`src/rtl/bfx_pkg.sv`:
```
// constants, types and decode shared by the bit and flag execution block
// assumes a single core clock and an external working-register file
package bfx_pkg;

  // ****************************************
  // register map (byte addresses)
  // ****************************************
  localparam logic [7:0] OFS_OPERAND = 8'h00;
  localparam logic [7:0] OFS_STATUS  = 8'h04;
  localparam logic [7:0] OFS_ISSUE   = 8'h08;
  localparam logic [7:0] OFS_RESULT  = 8'h0C;

  // ****************************************
  // status and result register field positions and register reset values
  // ****************************************
  localparam int FLG_C = 0;
  localparam int FLG_Z = 1;
  localparam int FLG_N = 2;
  localparam int FLG_V = 3;
  localparam int FLG_S = 4;
  localparam int FLG_H = 5;
  localparam int FLG_T = 6;
  localparam int FLG_I = 7;
  localparam int RES_BUSY = 8;
  localparam logic [7:0]  STAT_RST   = 8'h00;
  localparam logic [7:0]  RESULT_RST = 8'h00;
  localparam logic [31:0] OPND_RST   = 32'h0000_0000;

  // ****************************************
  // cycle counts
  // ****************************************
  localparam logic [1:0] CYC_ONE   = 2'h1;
  localparam logic [1:0] CYC_TWO   = 2'h2;
  localparam logic [1:0] CYC_THREE = 2'h3;

  // ****************************************
  // operation codes
  // ****************************************
  typedef enum logic [4:0] {
    OP_NOP          = 5'h00, OP_BIT_TO_TFLAG = 5'h01, OP_TFLAG_TO_BIT = 5'h02,
    OP_IO_BIT_SET   = 5'h03, OP_IO_BIT_CLEAR = 5'h04, OP_ROT_LEFT     = 5'h05,
    OP_ROT_RIGHT    = 5'h06, OP_HC_SET       = 5'h07, OP_HC_CLEAR     = 5'h08,
    OP_OV_SET       = 5'h09, OP_OV_CLEAR     = 5'h0A, OP_SF_SET       = 5'h0B,
    OP_SF_CLEAR     = 5'h0C, OP_IND_LOAD     = 5'h0D, OP_IND_STORE    = 5'h0E,
    OP_PM_LOAD      = 5'h0F, OP_MOVE         = 5'h10, OP_LOAD_IMM     = 5'h11,
    OP_PORT_IN      = 5'h12, OP_PORT_OUT     = 5'h13
  } bfx_op_t;

  typedef enum logic [1:0] {
    SP_IO   = 2'h0,
    SP_DATA = 2'h1,
    SP_PROG = 2'h2
  } bfx_space_t;

  // ****************************************
  // carriers
  // ****************************************
  typedef struct packed {
    logic [15:0] zptr;
    logic [7:0]  src;
    logic [7:0]  rd;
  } bfx_opnd_t;

  typedef struct packed {
    logic [9:0] rsvd_hi;
    logic [5:0] io_addr;
    logic [4:0] rsvd_mid;
    logic [2:0] bit_idx;
    logic [2:0] rsvd_lo;
    logic [4:0] op;
  } bfx_issue_t;

  typedef struct packed {
    logic        re;
    logic        we;
    bfx_space_t  space;
    logic [15:0] addr;
    logic [7:0]  wdata;
  } bfx_ext_t;

  // cycles taken by an operation; unknown codes run as a one-cycle no-op
  function automatic logic [1:0] bfx_cycles(input logic [4:0] op);
    unique case (op)
      OP_IO_BIT_SET, OP_IO_BIT_CLEAR, OP_IND_LOAD, OP_IND_STORE: bfx_cycles = CYC_TWO;
      OP_PM_LOAD: bfx_cycles = CYC_THREE;
      default:    bfx_cycles = CYC_ONE;
    endcase
  endfunction

endpackage

```
`src/rtl/bfx_seq.sv`:
```
// one-hot cycle sequencer for a single in-flight operation
// assumes start is only raised while idle
module bfx_seq
  import bfx_pkg::*;
(
  // clock and reset
  input  wire logic       hclk,
  input  wire logic       hresetn,
  // control
  input  wire logic       start,
  input  wire logic [1:0] len,
  // state
  output logic            in_c1,
  output logic            in_c2,
  output logic            last,
  output logic            busy
);

  typedef enum logic [3:0] {
    SQ_IDLE = 4'b0001,
    SQ_C1   = 4'b0010,
    SQ_C2   = 4'b0100,
    SQ_C3   = 4'b1000
  } bfx_sq_t;

  bfx_sq_t    state_q, state_d;
  logic [1:0] len_q;

  // length is latched so a later issue field cannot stretch a running op
  always_ff @(posedge hclk or negedge hresetn) begin
    if (!hresetn) begin
      len_q <= CYC_ONE;
    end else if (start) begin
      len_q <= len;
    end
  end

  // next state: advance one step per clock until the last cycle
  always_comb begin
    state_d = state_q;
    unique case (state_q)
      SQ_IDLE: if (start) state_d = SQ_C1;
      SQ_C1:   state_d = (len_q == CYC_ONE) ? SQ_IDLE : SQ_C2;
      SQ_C2:   state_d = (len_q == CYC_TWO) ? SQ_IDLE : SQ_C3;
      SQ_C3:   state_d = SQ_IDLE;
      default: state_d = SQ_IDLE;
    endcase
  end

  always_ff @(posedge hclk or negedge hresetn) begin
    if (!hresetn) begin
      state_q <= SQ_IDLE;
    end else begin
      state_q <= state_d;
    end
  end

  // decoded views of the state
  assign in_c1 = (state_q == SQ_C1);
  assign in_c2 = (state_q == SQ_C2);
  assign busy  = (state_q != SQ_IDLE);
  assign last  = (in_c1 && len_q == CYC_ONE) || (in_c2 && len_q == CYC_TWO) || (state_q == SQ_C3);

endmodule

```
`src/rtl/bfx_alu.sv`:
```
// combinational result and status update for register and flag operations
// assumes transfer operations are resolved by the caller
module bfx_alu
  import bfx_pkg::*;
(
  // operation
  input  wire logic [4:0] op,
  input  wire logic [2:0] bit_idx,
  // operands
  input  wire logic [7:0] rd,
  input  wire logic [7:0] src,
  input  wire logic [7:0] stat,
  // results
  output logic [7:0]      res,
  output logic [7:0]      stat_new
);

  logic [7:0] r;
  logic       c;

  // every path starts from the old values so untouched flags hold
  always_comb begin
    r = rd;
    c = stat[FLG_C];
    res = rd;
    stat_new = stat;
    unique case (op)
      OP_BIT_TO_TFLAG: stat_new[FLG_T] = rd[bit_idx];
      OP_TFLAG_TO_BIT: res[bit_idx] = stat[FLG_T];
      OP_ROT_LEFT, OP_ROT_RIGHT: begin
        if (op == OP_ROT_LEFT) begin
          r = {rd[6:0], stat[FLG_C]};
          c = rd[7];
        end else begin
          r = {stat[FLG_C], rd[7:1]};
          c = rd[0];
        end
        res = r;
        stat_new[FLG_C] = c;
        stat_new[FLG_Z] = (r == 8'h00);
        stat_new[FLG_N] = r[7];
        stat_new[FLG_V] = r[7] ^ c;
      end
      OP_HC_SET:   stat_new[FLG_H] = 1'b1;
      OP_HC_CLEAR: stat_new[FLG_H] = 1'b0;
      OP_OV_SET:   stat_new[FLG_V] = 1'b1;
      OP_OV_CLEAR: stat_new[FLG_V] = 1'b0;
      OP_SF_SET:   stat_new[FLG_S] = 1'b1;
      OP_SF_CLEAR: stat_new[FLG_S] = 1'b0;
      OP_MOVE, OP_LOAD_IMM: res = src;
      default: res = rd;
    endcase
  end

endmodule

```
`src/rtl/bfx_exec.sv`:
```
// bit and flag execution unit with an AHB-Lite register port
// assumes the working register file and I/O, data and program spaces sit outside
// and answer ext_rdata combinationally while a read strobe is up
//
// Notes on behaviour
// - copying a register bit to the T flag takes one cycle and touches only T.
// - copying T into a register bit takes one cycle and leaves every flag alone.
// - setting an I/O register bit forces it to one over two cycles with no flag change.
// - clearing an I/O register bit forces it to zero over two cycles with no flag change.
// - rotate left moves carry into bit 0 and bit 7 into carry, updating Z C N V in one cycle.
// - rotate right moves carry into bit 7 and bit 0 into carry, updating Z C N V in one cycle.
// - half-carry set and clear take one cycle and change only that flag.
// - overflow set and clear take one cycle and change only that flag.
// - signed flag set and clear take one cycle and change only that flag.
module bfx_exec
  import bfx_pkg::*;
(
  // clock and reset
  input  wire logic              hclk,
  input  wire logic              hresetn,
  // ahb-lite slave
  input  wire logic              hsel,
  input  wire logic [31:0]       haddr,
  input  wire logic [1:0]        htrans,
  input  wire logic              hwrite,
  input  wire logic [2:0]        hsize,
  input  wire logic [31:0]       hwdata,
  input  wire logic              hready,
  output logic                   hreadyout,
  output logic                   hresp,
  output logic [31:0]            hrdata,
  // external spaces
  output bfx_pkg::bfx_ext_t      ext_req,
  input  wire logic [7:0]        ext_rdata
);

  import bfx_pkg::*;

  // ****************************************
  // bus slave
  // ****************************************
  logic       dph_we_q;
  logic [7:0] dph_addr_q;
  logic [31:0] hrdata_q;
  bfx_opnd_t  opnd_q;
  logic [7:0] stat_q;
  logic [7:0] result_q;
  bfx_op_t    op_q;
  logic [2:0] bit_q;
  logic [5:0] io_q;
  logic [7:0] io_cap_q;
  logic       busy;
  logic       in_c1;
  logic       in_c2;
  logic       exec_last;
  logic       addr_ok;
  logic       issue_fire;
  bfx_issue_t iss;
  logic [7:0] alu_res;
  logic [7:0] alu_stat;

  assign addr_ok = hsel && htrans[1] && hready;
  assign iss = bfx_issue_t'(hwdata);
  // issue writes during a running op are dropped; software polls busy
  assign issue_fire = dph_we_q && (dph_addr_q == OFS_ISSUE) && !busy;

  // address phase capture; hsize is ignored, only whole words are used
  always_ff @(posedge hclk or negedge hresetn) begin
    if (!hresetn) begin
      dph_we_q   <= 1'b0;
      dph_addr_q <= 8'h00;
    end else begin
      dph_we_q   <= addr_ok && hwrite;
      dph_addr_q <= haddr[7:0];
    end
  end

  // read data registered at the address phase so it stands in the data phase
  always_ff @(posedge hclk or negedge hresetn) begin
    if (!hresetn) begin
      hrdata_q <= 32'h0000_0000;
    end else if (addr_ok && !hwrite) begin
      unique case (haddr[7:0])
        OFS_OPERAND: hrdata_q <= opnd_q;
        OFS_STATUS:  hrdata_q <= {24'h00_0000, stat_q};
        OFS_RESULT:  hrdata_q <= {23'h00_0000, busy, result_q};
        default:     hrdata_q <= 32'h0000_0000;
      endcase
    end
  end

  // zero wait states, always okay
  assign hreadyout = 1'b1;
  assign hresp     = 1'b0;
  assign hrdata    = hrdata_q;

  // operand register
  always_ff @(posedge hclk or negedge hresetn) begin
    if (!hresetn) begin
      opnd_q <= OPND_RST;
    end else if (dph_we_q && dph_addr_q == OFS_OPERAND) begin
      opnd_q <= hwdata;
    end
  end

  // ****************************************
  // sequencing
  // ****************************************
  // issue fields latched so the bus may move on while the op runs
  always_ff @(posedge hclk or negedge hresetn) begin
    if (!hresetn) begin
      op_q  <= OP_NOP;
      bit_q <= 3'h0;
      io_q  <= 6'h00;
    end else if (issue_fire) begin
      op_q  <= bfx_op_t'(iss.op);
      bit_q <= iss.bit_idx;
      io_q  <= iss.io_addr;
    end
  end

  bfx_seq u_seq (
    .hclk    (hclk),
    .hresetn (hresetn),
    .start   (issue_fire),
    .len     (bfx_cycles(iss.op)),
    .in_c1   (in_c1),
    .in_c2   (in_c2),
    .last    (exec_last),
    .busy    (busy)
  );

  bfx_alu u_alu (
    .op       (op_q),
    .bit_idx  (bit_q),
    .rd       (opnd_q.rd),
    .src      (opnd_q.src),
    .stat     (stat_q),
    .res      (alu_res),
    .stat_new (alu_stat)
  );

  // ****************************************
  // external access
  // ****************************************
  // strobes are decoded from the latched op and the one-hot state only
  always_comb begin
    ext_req = '0;
    ext_req.space = SP_IO;
    ext_req.addr = {10'h000, io_q};
    unique case (op_q)
      OP_IO_BIT_SET, OP_IO_BIT_CLEAR: begin
        ext_req.re = in_c1;
        ext_req.we = in_c2;
        ext_req.wdata = io_cap_q;
        ext_req.wdata[bit_q] = (op_q == OP_IO_BIT_SET);
      end
      OP_PORT_IN:  ext_req.re = in_c1;
      OP_PORT_OUT: begin
        ext_req.we = in_c1;
        ext_req.wdata = opnd_q.rd;
      end
      OP_IND_LOAD, OP_IND_STORE, OP_PM_LOAD: begin
        ext_req.space = (op_q == OP_PM_LOAD) ? SP_PROG : SP_DATA;
        ext_req.addr = opnd_q.zptr;
        ext_req.re = busy && (op_q != OP_IND_STORE);
        ext_req.we = in_c2 && (op_q == OP_IND_STORE);
        ext_req.wdata = opnd_q.rd;
      end
      default: ext_req.re = 1'b0;
    endcase
  end

  // i/o value caught in the first cycle of a bit set or clear
  always_ff @(posedge hclk or negedge hresetn) begin
    if (!hresetn) begin
      io_cap_q <= 8'h00;
    end else if (in_c1) begin
      io_cap_q <= ext_rdata;
    end
  end

  // ****************************************
  // result and status
  // ****************************************
  always_ff @(posedge hclk or negedge hresetn) begin
    if (!hresetn) begin
      result_q <= RESULT_RST;
    end else if (exec_last) begin
      unique case (op_q)
        OP_PORT_IN, OP_IND_LOAD, OP_PM_LOAD: result_q <= ext_rdata;
        default: result_q <= alu_res;
      endcase
    end
  end

  // execution wins over a software write in the same cycle
  always_ff @(posedge hclk or negedge hresetn) begin
    if (!hresetn) begin
      stat_q <= STAT_RST;
    end else if (exec_last) begin
      stat_q <= alu_stat;
    end else if (dph_we_q && dph_addr_q == OFS_STATUS) begin
      stat_q <= hwdata[7:0];
    end
  end

  // ****************************************
  // checks
  // ****************************************
  property p_tflag_store;
    @(posedge hclk) disable iff (!hresetn)
      issue_fire && iss.op == OP_BIT_TO_TFLAG |=> exec_last ##1
        (stat_q[FLG_T] == $past(opnd_q.rd[bit_q])) && ((stat_q ^ $past(stat_q)) & 8'hBF) == 8'h00;
  endproperty
  a_tflag_store: assert property (p_tflag_store) else $error("t flag store wrong");

  property p_tflag_load;
    @(posedge hclk) disable iff (!hresetn)
      exec_last && op_q == OP_TFLAG_TO_BIT |=>
        result_q[$past(bit_q)] == $past(stat_q[FLG_T]) && stat_q == $past(stat_q);
  endproperty
  a_tflag_load: assert property (p_tflag_load) else $error("t flag load wrong");

  property p_io_set;
    @(posedge hclk) disable iff (!hresetn)
      issue_fire && iss.op == OP_IO_BIT_SET |=> ext_req.re && !ext_req.we ##1
        ext_req.we && exec_last && ext_req.wdata[bit_q] ##1 !busy && stat_q == $past(stat_q, 2);
  endproperty
  a_io_set: assert property (p_io_set) else $error("io bit set wrong");

  property p_io_clear;
    @(posedge hclk) disable iff (!hresetn)
      in_c2 && op_q == OP_IO_BIT_CLEAR |->
        ext_req.we && !ext_req.wdata[bit_q] && ext_req.wdata == ($past(ext_rdata) & ~(8'h01 << bit_q));
  endproperty
  a_io_clear: assert property (p_io_clear) else $error("io bit clear wrong");

  // the write-back must carry every other bit exactly as read in the first cycle
  property p_io_set_keep;
    @(posedge hclk) disable iff (!hresetn)
      in_c2 && op_q == OP_IO_BIT_SET |->
        ext_req.wdata == ($past(ext_rdata) | (8'h01 << bit_q)) && ext_req.space == SP_IO;
  endproperty
  a_io_set_keep: assert property (p_io_set_keep) else $error("io bit set disturbed other bits");

  property p_rot_left;
    @(posedge hclk) disable iff (!hresetn)
      exec_last && op_q == OP_ROT_LEFT |=>
        result_q == {$past(opnd_q.rd[6:0]), $past(stat_q[FLG_C])} && stat_q[FLG_C] == $past(opnd_q.rd[7])
        && stat_q[FLG_Z] == (result_q == 8'h00) && stat_q[FLG_S] == $past(stat_q[FLG_S]);
  endproperty
  a_rot_left: assert property (p_rot_left) else $error("rotate left wrong");

  property p_rot_right;
    @(posedge hclk) disable iff (!hresetn)
      exec_last && op_q == OP_ROT_RIGHT |=>
        result_q == {$past(stat_q[FLG_C]), $past(opnd_q.rd[7:1])} && stat_q[FLG_C] == $past(opnd_q.rd[0])
        && stat_q[FLG_V] == (result_q[7] ^ stat_q[FLG_C]);
  endproperty
  a_rot_right: assert property (p_rot_right) else $error("rotate right wrong");

  property p_half_carry;
    @(posedge hclk) disable iff (!hresetn)
      issue_fire && (iss.op == OP_HC_SET || iss.op == OP_HC_CLEAR) |=> exec_last ##1
        stat_q[FLG_H] == ($past(op_q) == OP_HC_SET) && ((stat_q ^ $past(stat_q)) & 8'hDF) == 8'h00;
  endproperty
  a_half_carry: assert property (p_half_carry) else $error("half carry op wrong");

  property p_overflow;
    @(posedge hclk) disable iff (!hresetn)
      exec_last && (op_q == OP_OV_SET || op_q == OP_OV_CLEAR) |=>
        stat_q[FLG_V] == ($past(op_q) == OP_OV_SET) && ((stat_q ^ $past(stat_q)) & 8'hF7) == 8'h00;
  endproperty
  a_overflow: assert property (p_overflow) else $error("overflow op wrong");

  property p_signed;
    @(posedge hclk) disable iff (!hresetn)
      exec_last && (op_q == OP_SF_SET || op_q == OP_SF_CLEAR) |=>
        stat_q[FLG_S] == ($past(op_q) == OP_SF_SET) && ((stat_q ^ $past(stat_q)) & 8'hEF) == 8'h00;
  endproperty
  a_signed: assert property (p_signed) else $error("signed flag op wrong");

  property p_pm_load;
    @(posedge hclk) disable iff (!hresetn)
      issue_fire && iss.op == OP_PM_LOAD |=> (busy && !exec_last)[*2] ##1 exec_last ##1
        !busy && stat_q == $past(stat_q, 3);
  endproperty
  a_pm_load: assert property (p_pm_load) else $error("program load timing wrong");

  property p_ind_xfer;
    @(posedge hclk) disable iff (!hresetn)
      issue_fire && (iss.op == OP_IND_LOAD || iss.op == OP_IND_STORE) |=> !exec_last ##1 exec_last ##1 !busy;
  endproperty
  a_ind_xfer: assert property (p_ind_xfer) else $error("indirect transfer timing wrong");

  property p_one_cycle;
    @(posedge hclk) disable iff (!hresetn)
      issue_fire && (iss.op == OP_MOVE || iss.op == OP_LOAD_IMM || iss.op == OP_PORT_IN || iss.op == OP_PORT_OUT)
        |=> exec_last ##1 !busy && stat_q == $past(stat_q);
  endproperty
  a_one_cycle: assert property (p_one_cycle) else $error("single cycle transfer wrong");

endmodule

```
`config.mk`:
```
export PLATFORM = sky130hd
export DESIGN_NAME = bfx_exec
export DESIGN_NICKNAME = d
export VERILOG_FILES = /design/src/rtl/bfx_pkg.sv /design/src/rtl/bfx_seq.sv /design/src/rtl/bfx_alu.sv /design/src/rtl/bfx_exec.sv
export SDC_FILE = /design/constraint.sdc
export NUM_CORES = 1
export LEC_CHECK = 0
export ABC_AREA = 1
export BUFFER_PORTS_ARGS = -buffer_cell sky130_fd_sc_hd__buf_4
export CAP_MARGIN = 20
export CORE_MARGIN = 4
export CORE_UTILIZATION = 35
export DETAILED_ROUTE_END_ITERATION = 8
export PLACE_DENSITY_LB_ADDON = 0.08
export SKIP_CTS_REPAIR_TIMING = 1
export SYNTH_ARGS = -nofsm -noshare
export SYNTH_HDL_FRONTEND = slang
export SYNTH_HIERARCHICAL = 1
export SYNTH_SLANG_ARGS = --single-unit
```
`constraint.sdc`:
```
create_clock -name hclk -period 2.4 [get_ports hclk]
set_clock_uncertainty 0.2 [all_clocks]
set_input_delay 0.36 -clock hclk [delete_from_list [all_inputs] [get_ports hclk]]
set_output_delay 0.36 -clock hclk [all_outputs]
set_load 0.1 [all_outputs]
```
; Word level (Yosys, flattened, before mapping)
; Cells that the tools add are included.
[totals]
ff_bits = 117
[classes]
order_cmp = 2
eq_ne = 42
n_mux = 30
n_bitwise = 2
n_reduce_logical = 35
[op_table]
columns = cell, n
row1 = $pmux 32 s3, 1
row2 = $eq 5x4->1 const B, 11
row3 = $eq 5x3->1 const B, 5
row4 = $logic_not 8->1, 3
row5 = $mux 8, 3
row6 = $pmux 8 s3, 1
row7 = $eq 5x5->1 const B, 4
row8 = $mux 18, 1
row9 = $bwmux 8, 2
row10 = $eq 8x3->1 const B, 2
row11 = $eq 8x4->1 const B, 2
row12 = $pmux 8 s2, 1
row13 = $eq 5x2->1 const B, 3
row14 = $mux 7, 2
row15 = $logic_and 1x1->1, 13
row16 = $pmux 4 s3, 1
row17 = $reduce_and 2->1, 6
row18 = $reduce_or 3->1, 3
row19 = $mux 4, 2
row20 = $ne 4x1->1 const B, 2
row21 = $reduce_or 4->1, 2
row22 = $mux 3, 2
row23 = $ne 3x1->1 const B, 2
row24 = $pmux 1 s2, 3
row25 = other kinds (24), 34

; Logic depth before layout (Yosys ltp)
[logic_depth]
depth_word = 7
mapped_depth = 14
mapped_depth_nobuf = 13

; Hierarchy
; The synthesis kept the hierarchy.
[by_module_without_submodules]
columns = module, n_inst, cells_per_inst, area_per_inst_um2, seq_area_each_um2
row1 = bfx_exec, 1, 648, 5308.8, 2777.7
row2 = bfx_alu, 1, 159, 807.0, 0.0
row3 = bfx_seq, 1, 37, 289.0, 152.6

; Worst setup path before layout
; Ideal clock, no wire load.
[synth_path]
path_type = register to output
from = register u_seq.state_q[2]
to = output port ext_req[26] (netlist bit)
arrival_time_ps = 3023
path_slack_ps = -1183
path_stages_with_launch = 7
n_path_buf = 1
cell_sequence = dfrtp_1 > nor2_2 > nand2_1 > inv_1 > clkbuf_1 > inv_1 > o21ai_0
[synth_rtl]
columns = item, line_no
row1 = start: declaration, bfx_seq.sv:26  ; bfx_sq_t state_q, state_d;
row2 = start signal: assignment, bfx_seq.sv:54  ; state_q <= state_d;
row3 = end: declaration, bfx_exec.sv:33  ; output bfx_pkg::bfx_ext_t ext_req,

==> run metrics <==
status=complete, but fails checks; violated checks=negative hold slack, negative setup slack; crit-path max cell delay=between 300 and 400 ps; WL final=a little over 20,000 um; pwr dens=about 620 nW/um2; all-layer global routing usage=19.9%; worst r2r path cells=10; area added between synthesis and finish=44.7%; delay-heaviest family, CP=buffers and inverters; register area share after synthesis=a little under half; Hold WS=-13.4 ps; WHS Path Cells=3; initial antenna violation count=0; final instance area=9270 um2; unrepaired setup endpoints after global routing=yes; cell taking the most area after synthesis=dfrtp_1; layout cells sized above 1=a little under 30%; nature of the critical path startpoint=flop; FF-to-FF Start=op_q[2]$_DFFE_PN0P_; largest net degree at the start of global routing=between 50 and 60; internal power=just over 4 mW; syn_area_per_cell=7.59 um2; Placed Cells=between 1,000 and 1,500; DP Worst Slack=136 ps; Combinational Power Share=approximately 15%; vias in the first global route=between 5,000 and 6,000; GR Overflow Total=0; Switch Pwr=1.63 mW; I/O pin count=144; Slew headroom=~60%; NumNets Final=between 1,000 and 1,500; Area contributors post-synth=dfrtp_1 (45%), nand2_1 (15%), nand3_1 (6.7%), inv_1 (5.6%), o21ai_0 (4.0%); FF+latch count, synth=117; wire length per cell=between 15 and 20 um; VDD IR max=490 uV; Crit Path Max Fanout=6; crit path time final=approximately 2400 ps; drt drc=0; die height=between 100 and 150 um; FF+latch area=2940 um2; Die Wd=between 100 and 150 um; Slowest-stage cell, CP=dfrtp_1; top cell type's share of synthesized area=around 45%; Final Power=around 5.8 mW; HP Class=in2reg; H-tree depth=4; setup ws final=-26.3 ps; Port Buffer Count=113; clk root buf=clkbuf_16; placed cell area=around 8000 um2; Worst EP required=1840 ps; gpl congestion=~0.92; Core Footprint=about 18,000 um2; final-report hold violation count=2; vias per cell=4.86; Layout fillers=1,767; Multi-input gate area=3150 um2; leak pwr=around 4.8 nW; via count=~6,100; Pins Over Slew Limit=0; kind of critical path=reg2out; diode count=0; Num CTS Buffers=17; worst reg2reg path endpoint=result_q[2]$_DFFE_PN0P_; Finished Layout Cells=between 1,000 and 1,500; sum of negative setup slack=-106 ps; Worst EP arrival=1870 ps; Cell variety after synth=38; cells after synthesis=~840; drt first pass iters=5; Slew @ Worst Pin=around 590 ps; drt initial violations=370; maxcap violations=0; # rows=49; min-delay src=ext_rdata[0]; CTS tree=yes; Die Area=~20,000 um2; critical path depth=8; Synth Warn #=6; Flop pwr share=39.5%; clock-pin slew on the worst setup and hold paths=roughly 60 ps; clock power share=a little under half; CTS sink cnt=between 100 and 150; Final period util=101%; Initial Util=between 30% and 40%; DP Wirelength=14,600 um; Syn Std Cell Area=approximately 6400 um2; Worst Path Buf+Inv=4; Detail Route Antenna Nets=0; worst skew pair latency=410 ps; critical path, cell by cell=inv_2, nand2_4, nor2_4, o21ai_4, buf_12, clkbuf_16, o21ai_4, buf_12; crit end category=output pin; WHS Endpoint=io_cap_q[0]$_DFFE_PN0P_; Max Freq=approximately 400 MHz; Setup Viol. Count Final=6; Syn Nets=926; first-pass GRT wire length=about 32,000 um; CTS Buffer Depth=2; Sw Share=approximately 28%; flop2flop setup slack=~130 ps
kinds of logic (layout without fill, tap and decap cells):
group	Yosys count	in the layout	synth area share (%)
AND/OR/NAND/NOR	458	459	32.5
buffers and inverters	138	323	9.38
flip-flops	117	117	45.8
AO/OA/AOI/OAI	129	129	12.2
other	2	2	0.117
layout make-up:
| class | instances | area share [%] |
|---|---|---|
| clock buffers | 18 | 4.63 |
| well taps | 229 | 3.09 |
| flip-flops and latches | 117 | 31.7 |
| clock inverters | 14 | 1.86 |
| multi-input cells | 590 | 34.0 |
| inverters | 105 | 4.29 |
| repair buffers | 186 | 20.4 |
worst reg2reg max path, stage by stage (launching register included):
cell      delay (ps)
dfrtp_2          460
buf_4            160
inv_1            160
nand2_2          110
nor3_4           410
nor3_4           150
nand2_1           90
nand4_1          110
nand3b_1         180
nand3_1           90
nand2_1           50
sequential cells by signal, indices dropped and copies added (netlist names):
name / flops
u_seq/state_q: 4
stat_q: 8
io_cap_q: 8
dph_we_q: 1
io_q: 6
result_q: 8
opnd_q: 32
u_seq/len_q: 2
op_q: 5
dph_addr_q: 8
hrdata: 32
bit_q: 3
power by group through the flow:
stage	sequential, mW	clock [mW]	combinational [mW]
5_1_grt	2.29	2.78	0.958
6_report	2.27	2.63	0.849
2_1_floorplan	2.29	0	0.475
3_3_place_gp	2.30	0	0.774
3_5_place_dp	2.31	0	0.780
4_1_cts	2.27	2.68	0.784
cells in the mapped netlist:
master	n
nor3_1	2
buf_6	8
buf_2	6
a31oi_1	2
inv_2	9
o21ai_2	10
nand3_2	5
buf_4	4
dfstp_2	2
o2bb2ai_1	1
nand3b_1	8
o21ai_0	51
a21oi_2	10
inv_1	95
a22oi_1	1
a32o_1	1
o211ai_1	5
nor2_2	6
nand2_1	257
nor2_8	2
nand4_1	13
conb_1	2
nand2_2	10
nor3b_1	1
o21ai_4	1
o22ai_1	4
a21oi_1	7
o21ai_1	28
nor2_1	59
dfrtp_1	115
nand3_4	1
nor2_4	4
clkbuf_1	15
clkinv_1	1
o31ai_1	8
nand3_1	86
nor3_4	2
nand2_4	2
metal layers:
metal	vias to the layer above	share of wire, %	track usage, %
met1	2886	45	27.0
met2	146	49	32.1
li1	3067	-	-
met4	0	1.1	4.66
met5	-	0	0
met3	18	5.1	5.09
how the worst max path moves through the flow:
stage / from / end
5_1_grt: op_q[4]$_DFFE_PN0P_ / ext_req[11]
2_1_floorplan: op_q[3]$_DFFE_PN0P_ / ext_req[7]
6_report: op_q[4]$_DFFE_PN0P_ / ext_req[11]
4_1_cts: op_q[1]$_DFFE_PN0P_ / ext_req[7]
3_3_place_gp: op_q[1]$_DFFE_PN0P_ / ext_req[7]
3_5_place_dp: op_q[1]$_DFFE_PN0P_ / ext_req[7]
metrics by stage:
stage	utilization, %	hold slack, ps
floorplan	-	-136
global placement	43.4	95.9
detailed placement	43.4	97.7
CTS	46.8	-347
global route	51.6	1.60
finish	51.6	-13.4
cell usage in the layout, fill, tap and decap left out, types with 3 or more instances in the layout:
master / n
inv_1: 93
nand4_1: 13
o21ai_2: 10
o31ai_1: 8
nand2_4: 6
nand3b_1: 8
o21ai_0: 49
nand3_1: 85
o21ai_1: 22
inv_2: 10
nor2_4: 18
clkbuf_16: 19
clkinv_2: 3
nand3_2: 5
nand2_2: 23
dlygate4sd3_1: 29
nand2_1: 241
buf_12: 30
a21oi_2: 10
o211ai_1: 5
buf_4: 122
bufinv_16: 3
clkinvlp_4: 3
nor2_1: 44
dfrtp_1: 110
a21oi_1: 7
inv_6: 5
dfrtp_2: 5
nor2_2: 7
o21ai_4: 9
o22ai_1: 4
No activity file was read; power rests on OpenSTA's default activity.
